`config.mk`:
```
export PLATFORM = sky130hd
export DESIGN_NAME = capture_compare_timer
export DESIGN_NICKNAME = d
export VERILOG_FILES = /design/src/verilog/timer_pkg.sv /design/src/verilog/timer_channel.sv /design/src/verilog/capture_compare_timer.sv
export SDC_FILE = /design/constraint.sdc
export NUM_CORES = 1
export LEC_CHECK = 0
export BUFFER_PORTS_ARGS = -buffer_cell sky130_fd_sc_hd__buf_2
export CORE_MARGIN = 3
export CORE_UTILIZATION = 40
export DETAILED_ROUTE_END_ITERATION = 10
export GPL_TIMING_DRIVEN = 1
export PLACE_DENSITY_LB_ADDON = 0.1
export SKIP_CTS_REPAIR_TIMING = 1
export SYNTH_ARGS = -nofsm -noshare
export SYNTH_HDL_FRONTEND = slang
export SYNTH_SLANG_ARGS = --single-unit
```
`constraint.sdc`:
```
create_clock -name i_clock -period 1.72 [get_ports i_clock]
set_input_delay 0.086 -clock i_clock [delete_from_list [all_inputs] [get_ports i_clock]]
set_output_delay 0.086 -clock i_clock [all_outputs]
set_load 0.01 [all_outputs]
```
`src/verilog/timer_pkg.sv`:
```
// constants, register map and types of the two channel capture/compare timer
package timer_pkg;

	// ==========================================================
	// widths
	localparam int unsigned DATA_W  = 32;
	localparam int unsigned ADDR_W  = 8;
	localparam int unsigned CNT_W   = 16;
	localparam int unsigned BYTE_W  = 8;
	localparam int unsigned CH_NUM  = 2;

	// ==========================================================
	// register byte addresses
	localparam logic [7:0] ADDR_CTRL     = 8'h00;
	localparam logic [7:0] ADDR_COUNT    = 8'h04;
	localparam logic [7:0] ADDR_MOD_HIGH = 8'h08;
	localparam logic [7:0] ADDR_MOD_LOW  = 8'h0c;
	localparam logic [7:0] ADDR_CH0_SC   = 8'h10;
	localparam logic [7:0] ADDR_CH0_VAL  = 8'h14;
	localparam logic [7:0] CH_STRIDE     = 8'h08;

	// ==========================================================
	// field positions
	localparam int unsigned CTRL_STOP = 5;
	localparam int unsigned CTRL_RST  = 4;
	localparam int unsigned SC_FLAG  = 7;
	localparam int unsigned SC_IE    = 6;
	localparam int unsigned SC_MSB   = 5;
	localparam int unsigned SC_MSA   = 4;
	localparam int unsigned SC_ELSB  = 3;
	localparam int unsigned SC_ELSA  = 2;
	localparam int unsigned SC_TOV   = 1;

	// ==========================================================
	// reset values and edge/level select codes
	localparam logic [15:0] COUNT_RESET  = 16'h0000;
	localparam logic [15:0] MOD_RESET    = 16'hffff;
	localparam logic [15:0] VAL_RESET    = 16'h0000;
	localparam logic        STOP_RESET   = 1'b1;
	localparam logic [31:0] RDATA_RESET  = 32'h0000_0000;
	localparam logic [1:0]  ELS_NONE     = 2'b00;
	localparam logic [1:0]  ELS_TOGGLE   = 2'b01;
	localparam logic [1:0]  ELS_CLEAR    = 2'b10;
	localparam logic [1:0]  ELS_SET      = 2'b11;

	// ==========================================================
	// channel function
	typedef enum logic [1:0] {
		MODE_PRESET,
		MODE_CAPTURE,
		MODE_COMPARE
	} chan_mode_t;

endpackage : timer_pkg

```
`src/verilog/timer_channel.sv`:
```
// one timer channel: edge capture, compare match and pin output
`timescale 1ns/1ps
module timer_channel (
	input  wire logic        i_clock,
	input  wire logic        i_rst_b,
	input  wire logic        i_enable,
	input  wire logic        i_buffered,
	input  wire logic        i_mode_select_a,
	input  wire logic [1:0]  i_edge_level,
	input  wire logic        i_toggle_on_overflow,
	input  wire logic        i_tick,
	input  wire logic        i_overflow,
	input  wire logic [15:0] i_count,
	input  wire logic [15:0] i_compare,
	input  wire logic        i_pin,
	output logic             o_event,
	output logic             o_capture,
	output logic             o_level,
	output logic             o_drive
);

	// ==========================================================
	// state
	typedef struct packed {
		logic prev_pin;
		logic level;
		logic drive;
	} chan_state_t;

	chan_state_t          s_reg;
	chan_state_t          s_next;
	timer_pkg::chan_mode_t mode;
	logic                 is_compare;
	logic                 match;
	logic                 rise;
	logic                 fall;

	assign o_level = s_reg.level;
	assign o_drive = s_reg.drive;

	// ==========================================================
	// behaviour
	always_comb begin
		s_next     = s_reg;
		is_compare = i_buffered | i_mode_select_a;
		if (i_edge_level == timer_pkg::ELS_NONE) begin
			mode = timer_pkg::MODE_PRESET;
		end else if (is_compare) begin
			mode = timer_pkg::MODE_COMPARE;
		end else begin
			mode = timer_pkg::MODE_CAPTURE;
		end
		match = i_tick && (i_count == i_compare);
		rise  = i_pin & ~s_reg.prev_pin;
		fall  = ~i_pin & s_reg.prev_pin;
		s_next.prev_pin = i_pin;
		o_event   = 1'b0;
		o_capture = 1'b0;
		case (mode)
			timer_pkg::MODE_CAPTURE: begin
				// rising with low bit, falling with high bit
				o_capture = (i_edge_level[0] & rise) |
					(i_edge_level[1] & fall);
				o_event   = i_enable & o_capture;
			end
			timer_pkg::MODE_COMPARE: begin
				o_event = i_enable & match;
				if (i_toggle_on_overflow && i_overflow) begin
					s_next.level = ~s_reg.level;
				end else if (match) begin
					case (i_edge_level)
						timer_pkg::ELS_TOGGLE: s_next.level = ~s_reg.level;
						timer_pkg::ELS_CLEAR:  s_next.level = 1'b0;
						timer_pkg::ELS_SET:    s_next.level = 1'b1;
						default:               s_next.level = s_reg.level;
					endcase
				end
			end
			timer_pkg::MODE_PRESET: begin
				s_next.level = ~i_mode_select_a;
				o_event      = i_enable & is_compare & match;
			end
			default: begin
				s_next.level = s_reg.level;
			end
		endcase
		// pin only driven in compare mode with an action selected
		s_next.drive = i_enable && (mode == timer_pkg::MODE_COMPARE);
	end

	always_ff @(posedge i_clock) begin
		if (!i_rst_b) begin
			s_reg <= '0;
		end else begin
			s_reg <= s_next;
		end
	end

endmodule : timer_channel

```
`src/verilog/capture_compare_timer.sv`:
```
// two channel capture/compare timer with apb register access
`timescale 1ns/1ps
// Function
// - 16-bit counter, free or modulo, shared
// - counter reads never disturb counting
// - each channel capture or compare independently
// - capture edge sets channel event flag
// - counter equals compare value sets flag
// - flag clears by read-set then zero write
// - new event between read and write kept
// - writing one ignored, reset clears flag
// - per channel interrupt enable, reset clear
// - buffered select only on channel zero
// - buffered mode disables channel one
// - mode a picks capture or compare
// - edge bits zero: mode a presets level
// - capture edge: rising, falling or both
// - compare action: none, toggle, low, high
// - buffered mode: toggle, clear or set
// - edge bits zero releases the pin
// - reset clears edge, mode a, toggle bits
// - toggle on overflow in compare only
// - overflow beats compare in same cycle
module capture_compare_timer (
	input  wire logic        i_clock,
	input  wire logic        i_rst_b,
	input  wire logic        i_psel,
	input  wire logic        i_penable,
	input  wire logic        i_pwrite,
	input  wire logic [7:0]  i_paddr,
	input  wire logic [31:0] i_pwdata,
	input  wire logic [1:0]  i_channel_pin,
	output logic      [31:0] o_prdata,
	output logic             o_pready,
	output logic             o_pslverr,
	output logic      [1:0]  o_channel_pin,
	output logic      [1:0]  o_channel_pin_oe,
	output logic      [1:0]  o_channel_irq
);

	// ==========================================================
	// state
	typedef struct packed {
		logic        channel_event_flag;
		logic        channel_irq_enable;
		logic        mode_select_a;
		logic        edge_level_b;
		logic        edge_level_a;
		logic        toggle_on_overflow;
		logic        clear_armed;
		logic [15:0] value;
	} chan_reg_t;

	typedef struct packed {
		logic [15:0]    count;
		logic [15:0]    modulo;
		logic           counter_stop_bit;
		logic           chan0_buffered_select;
		logic [15:0]    buffer_active;
		logic           buffer_from_chan1;
		chan_reg_t [1:0] ch;
		logic [31:0]    prdata;
		logic           pready;
		logic           pslverr;
		logic [1:0]     irq;
	} timer_state_t;

	timer_state_t s_reg;
	timer_state_t s_next;

	logic        tick;
	logic        overflow;
	logic        setup;
	logic        access;
	logic        wr;
	logic        rd;
	logic [1:0]  chan_event;
	logic [1:0]  chan_capture;
	logic [1:0]  chan_level;
	logic [1:0]  chan_drive;
	logic [1:0]  chan_enable;
	logic [15:0] chan_compare [0:1];
	logic [7:0]  sc_addr [0:1];
	logic [7:0]  val_addr [0:1];

	assign o_prdata  = s_reg.prdata;
	assign o_pready  = s_reg.pready;
	assign o_pslverr = s_reg.pslverr;
	assign o_channel_irq = s_reg.irq;

	// ==========================================================
	// channels
	genvar gi;
	generate
		for (gi = 0; gi < timer_pkg::CH_NUM; gi++) begin : g_chan
			assign sc_addr[gi] = 8'(timer_pkg::ADDR_CH0_SC +
				timer_pkg::CH_STRIDE * 8'(gi));
			assign val_addr[gi] = 8'(timer_pkg::ADDR_CH0_VAL +
				timer_pkg::CH_STRIDE * 8'(gi));
			// buffered channel zero uses the shadowed compare value
			assign chan_compare[gi] = (gi == 0 && s_reg.chan0_buffered_select)
				? s_reg.buffer_active : s_reg.ch[gi].value;
			// channel one is switched off in buffered mode
			assign chan_enable[gi] = (gi == 0) ? 1'b1 :
				~s_reg.chan0_buffered_select;
			assign o_channel_pin[gi]    = chan_level[gi];
			assign o_channel_pin_oe[gi] = chan_drive[gi];

			timer_channel u_channel (
				.i_clock              (i_clock),
				.i_rst_b              (i_rst_b),
				.i_enable             (chan_enable[gi]),
				.i_buffered           ((gi == 0) &&
					s_reg.chan0_buffered_select),
				.i_mode_select_a      (s_reg.ch[gi].mode_select_a),
				.i_edge_level         ({s_reg.ch[gi].edge_level_b,
					s_reg.ch[gi].edge_level_a}),
				.i_toggle_on_overflow (s_reg.ch[gi].toggle_on_overflow),
				.i_tick               (tick),
				.i_overflow           (overflow),
				.i_count              (s_reg.count),
				.i_compare            (chan_compare[gi]),
				.i_pin                (i_channel_pin[gi]),
				.o_event              (chan_event[gi]),
				.o_capture            (chan_capture[gi]),
				.o_level              (chan_level[gi]),
				.o_drive              (chan_drive[gi])
			);
		end
	endgenerate

	// ==========================================================
	// read data
	function automatic logic [31:0] status_word(
		input chan_reg_t c,
		input logic      buffered
	);
		logic [31:0] w;
		w = '0;
		w[timer_pkg::SC_FLAG] = c.channel_event_flag;
		w[timer_pkg::SC_IE]   = c.channel_irq_enable;
		w[timer_pkg::SC_MSB]  = buffered;
		w[timer_pkg::SC_MSA]  = c.mode_select_a;
		w[timer_pkg::SC_ELSB] = c.edge_level_b;
		w[timer_pkg::SC_ELSA] = c.edge_level_a;
		w[timer_pkg::SC_TOV]  = c.toggle_on_overflow;
		return w;
	endfunction : status_word

	// ==========================================================
	// next state
	always_comb begin
		s_next   = s_reg;
		setup    = i_psel & ~i_penable;
		access   = i_psel & i_penable & s_reg.pready;
		wr       = access & i_pwrite;
		rd       = access & ~i_pwrite;
		tick     = ~s_reg.counter_stop_bit;
		overflow = tick && (s_reg.count == s_reg.modulo);

		// counter, wraps at the modulo value
		if (tick) begin
			s_next.count = overflow ? timer_pkg::COUNT_RESET :
				16'(s_reg.count + 16'h0001);
		end
		// buffered compare shadow reloads at overflow
		if (overflow || !s_reg.chan0_buffered_select) begin
			s_next.buffer_active = s_reg.buffer_from_chan1 ?
				s_reg.ch[1].value : s_reg.ch[0].value;
		end

		// apb: one access phase, answer registered at setup
		s_next.pready  = setup;
		s_next.pslverr = 1'b0;
		if (setup) begin
			s_next.pslverr = 1'b0;
			s_next.prdata  = timer_pkg::RDATA_RESET;
			case (i_paddr)
				timer_pkg::ADDR_CTRL:
					s_next.prdata[timer_pkg::CTRL_STOP] =
						s_reg.counter_stop_bit;
				timer_pkg::ADDR_COUNT:
					s_next.prdata[15:0] = s_reg.count;
				timer_pkg::ADDR_MOD_HIGH:
					s_next.prdata[7:0] = s_reg.modulo[15:8];
				timer_pkg::ADDR_MOD_LOW:
					s_next.prdata[7:0] = s_reg.modulo[7:0];
				sc_addr[0]:
					s_next.prdata = status_word(s_reg.ch[0],
						s_reg.chan0_buffered_select);
				val_addr[0]:
					s_next.prdata[15:0] = s_reg.ch[0].value;
				sc_addr[1]:
					s_next.prdata = status_word(s_reg.ch[1], 1'b0);
				val_addr[1]:
					s_next.prdata[15:0] = s_reg.ch[1].value;
				default:
					s_next.pslverr = 1'b1;
			endcase
		end

		// timer control writes
		if (wr && i_paddr == timer_pkg::ADDR_CTRL) begin
			s_next.counter_stop_bit = i_pwdata[timer_pkg::CTRL_STOP];
			if (i_pwdata[timer_pkg::CTRL_RST]) begin
				s_next.count = timer_pkg::COUNT_RESET;
			end
		end
		if (wr && i_paddr == timer_pkg::ADDR_MOD_HIGH) begin
			s_next.modulo[15:8] = i_pwdata[7:0];
		end
		if (wr && i_paddr == timer_pkg::ADDR_MOD_LOW) begin
			s_next.modulo[7:0] = i_pwdata[7:0];
		end
		if (wr && i_paddr == sc_addr[0]) begin
			s_next.chan0_buffered_select =
				i_pwdata[timer_pkg::SC_MSB];
		end

		// per channel registers
		for (int i = 0; i < timer_pkg::CH_NUM; i++) begin
			// reading the status with the flag set arms the clear
			if (rd && i_paddr == sc_addr[i] &&
				s_reg.prdata[timer_pkg::SC_FLAG]) begin
				s_next.ch[i].clear_armed = 1'b1;
			end
			if (wr && i_paddr == sc_addr[i] && chan_enable[i]) begin
				s_next.ch[i].channel_irq_enable =
					i_pwdata[timer_pkg::SC_IE];
				s_next.ch[i].mode_select_a =
					i_pwdata[timer_pkg::SC_MSA];
				s_next.ch[i].edge_level_b =
					i_pwdata[timer_pkg::SC_ELSB];
				s_next.ch[i].edge_level_a =
					i_pwdata[timer_pkg::SC_ELSA];
				s_next.ch[i].toggle_on_overflow =
					i_pwdata[timer_pkg::SC_TOV];
				// only a zero write after an armed read clears
				if (!i_pwdata[timer_pkg::SC_FLAG] &&
					s_reg.ch[i].clear_armed) begin
					s_next.ch[i].channel_event_flag = 1'b0;
				end
				s_next.ch[i].clear_armed = 1'b0;
			end
			if (wr && i_paddr == val_addr[i]) begin
				s_next.ch[i].value = i_pwdata[15:0];
				s_next.buffer_from_chan1 = (i == 1);
			end
			// a new event sets the flag and cancels a pending clear
			if (chan_event[i]) begin
				s_next.ch[i].channel_event_flag = 1'b1;
				s_next.ch[i].clear_armed        = 1'b0;
			end
			if (chan_capture[i] && chan_enable[i]) begin
				s_next.ch[i].value = s_reg.count;
			end
			s_next.irq[i] = s_next.ch[i].channel_event_flag &
				s_next.ch[i].channel_irq_enable;
		end
	end

	// ==========================================================
	// registers
	always_ff @(posedge i_clock) begin
		if (!i_rst_b) begin
			s_reg                  <= '0;
			s_reg.count            <= timer_pkg::COUNT_RESET;
			s_reg.modulo           <= timer_pkg::MOD_RESET;
			s_reg.counter_stop_bit <= timer_pkg::STOP_RESET;
			s_reg.buffer_active    <= timer_pkg::VAL_RESET;
			s_reg.prdata           <= timer_pkg::RDATA_RESET;
		end else begin
			s_reg <= s_next;
		end
	end

endmodule : capture_compare_timer

```
==> results.toml <==
[worst_setup_path]
cp_data_arrival_time_ns = 2.35
crit_start = "s_reg[132]"
worst_r2r_path_depth = 7
r2r_slack_ns = -0.29
r2r_start = "s_reg[132]"
critPathKind = "register to register"
startpoint_type = "register"
r2r_end = "g_chan[1].u_channel.o_level"
cp_data_required_time_ns = 2.06
cp_max_fo = 7
crit_end = "g_chan[1].u_channel.o_level"
end_kind = "register"

[cts]
insertion_delay_ns = 0.42
cts.reportedPaths.clkPinSlew_ns = 0.06
cts_htree_levels = 4
clock_path_buffers = 2
root_buffer = "clkbuf_16"
cts_buffers = 17
clock-sinks = 123
tritoncts = "done"

[global_routing]
busiest_layer = "met2"
met2_usage = 0.406
grt_max_degree = 44
grt_usage = 0.245
grt_first_pass_wirelength_um = 37000
antenna_found_initial = 0
use_met1 = 0.326
grtUsageMet3 = 0.0431
grt_pass1_vias = 6594
overflow = 0

[yosys]
synth_cell_types = 67
ys_seq_area_frac = 0.347
ys_top_cells_by_area = "dfxtp_1 (35%), mux2i_1 (11%), nor2_1 (5.8%)"
syn_area_per_cell_sq_um = 8.84
synth_edf_count = 0
yosys_warnings = 0
syn-cell-area_sq_um = 7100
ys_ff_latch = 123
synth_ff_type = "dfxtp_1"
syn_inst = 803
yosysTopAreaCell = "dfxtp_1"
async_reset_ff_frac = 0
netlist.area_leader.share = 0.347

[sta]
layout_min_cycle_time_ns = 2.01
period_share = 1.17
max_slew.worst_pin.slew_ns = 0.508
fin_skew_ns = 0.00910
layout_setup_ws_ns = -0.289
relSlewSlack = 0.662
setup_viol = 65
finalMaxSlewViolations = 0
hold_ws_ns = 0.0319
timing.fmax_mhz = 498
finalHoldViolations = 0
grt_setup_unrepaired = "true"

[floorplan]
fp.dieW_um = 139
ios = 87
die_h_um = 139
die-area_sq_um = 19400
coreArea_sq_um = 17400
rows = 48
start_util = 0.409

[route]
vias = 6903
postRouteAntennaNets = 0
first_pass_iters = 5
routed_via_density = 5.66
drt-total-wl_um = 26600
drc = 0
drtIter0Drc = 656
wl_per_cell_um = 21.8

[cells_and_area]
largest_register_ffs = 81
final_common_cell = "buf_4"
nets = 1034
drive_above_1_share = 0.430
final_core_util = 0.585
layout_common_cells = "buf_4 (136), dfxtp_1 (104), nor2_1 (91)"
syn_to_final_growth_pct = 43.2
n_antenna_cell = 0
fin_cells = 1220
nFillCells = 1492

[power_and_ir_drop]
power_density_nw_per_um2 = 706
ir_worst_vdd_mv = 0.704
fin_total_pwr_uw = 7170
p_leak_uw = 0.00404

[placed_design]
placed_cells = 1157
place_congestion = 0.884
port-buffer-count = 54
dp_hpwl_um = 17800

[run]
drv_cap = 0

[status]
outcome = "finished with violations"
violations = "negative setup slack"

[min_path]
hold_path_class = "primary input to register"
-- worst max-delay path, stage by stage, from the launching register on --
cell and delay (ns):
dfxtp_1 0.33, buf_4 0.19, xnor2_1 0.29, nand3_1 0.19, o21bai_1 0.22, or4_4 0.48
o211a_1 0.13, o22ai_1 0.11
-- cell usage after synthesis, drive strengths merged (2+ instances only) --
library cell  count
dfxtp           123
nor2            111
mux2i            76
buf              66
nand2            57
a211oi           49
clkbuf           33
xor2             32
nand3            28
xnor2            25
a21oi            19
nor3             18
o21ai            17
inv              16
a22oi            13
nor4             10
a311oi            9
mux2              9
and2              8
nand4             8
nand3b            7
o22ai             7
nand2b            6
ha                5
nor2b             5
o211a             5
o211ai            5
o221ai            4
or3               4
a31oi             3
a2111oi           2
a221o             2
and3              2
and4b             2
nor4b             2
-- final cells by class --
| class | count | area (sq um) | share of cell area |
|---|---|---|---|
| timing repair buffer | 243 | 2130 | 0.210 |
| sequential | 123 | 2490 | 0.245 |
| clock inverter | 7 | 138 | 0.0135 |
| tap | 225 | 282 | 0.0277 |
| clock buffer | 25 | 475 | 0.0468 |
| inverter | 16 | 60.1 | 0.00591 |
| multi-input combinational | 581 | 4580 | 0.451 |
-- cell families after synthesis --
| family | Yosys count | share of synthesized area |
|---|---|---|
| xor+xnor | 57 | 0.0704 |
| mux | 86 | 0.125 |
| fa+ha+maj | 5 | 0.00882 |
| compound gates | 142 | 0.165 |
| flops | 123 | 0.347 |
| buf+inv | 115 | 0.0970 |
| simple gates | 274 | 0.187 |
| other cells | 1 | 0.000528 |
-- worst min-delay path by stage --
| stage | start | to | slack [ns] | cells past startpoint |
|---|---|---|---|---|
| detailed placement | i_channel_pin[1] | g_chan[1].u_channel.s_reg[2] | 0.32 | 2 |
| global placement | i_channel_pin[1] | g_chan[1].u_channel.s_reg[2] | 0.32 | 2 |
| floorplan | i_channel_pin[0] | g_chan[0].u_channel.s_reg[2] | 0.21 | 1 |
| finish | i_pwdata[6] | s_reg[107] | 0.03 | 3 |
| CTS | i_channel_pin[1] | g_chan[1].u_channel.s_reg[2] | -0.12 | 2 |
| global route | i_pwdata[6] | s_reg[115] | 0.05 | 3 |
-- per-stage QoR --
step / setup TNS (ns) / cell area (sq um) / setup WS, ns
after detailed placement: -16.19 / 8470 / -0.342
after floorplan: -0.0302 / 7240 / -0.0253
after CTS: -15.15 / 9080 / -0.364
after global placement: -15.70 / 8470 / -0.344
after global routing: -10.66 / 10200 / -0.311
final: -6.18 / 10200 / -0.289
-- where the power goes --
part	internal, uW	leakage [uW]	total (uW)	switching (uW)
logic	166	0.00274	450	283
clock network	2500	0.000295	3830	1330
registers	2880	0.00100	2890	17.4
-- routing by layer --
layer / share of wire / vias to the layer above / routed length (um)
met4: 0.026 / 0 / 695
met3: 0.064 / 53 / 1700
met1: 0.43 / 3426 / 11500
met2: 0.48 / 269 / 12700
li1: - / 3155 / -
met5: 0 / - / 0
No activity file was read; power rests on OpenSTA's default activity.
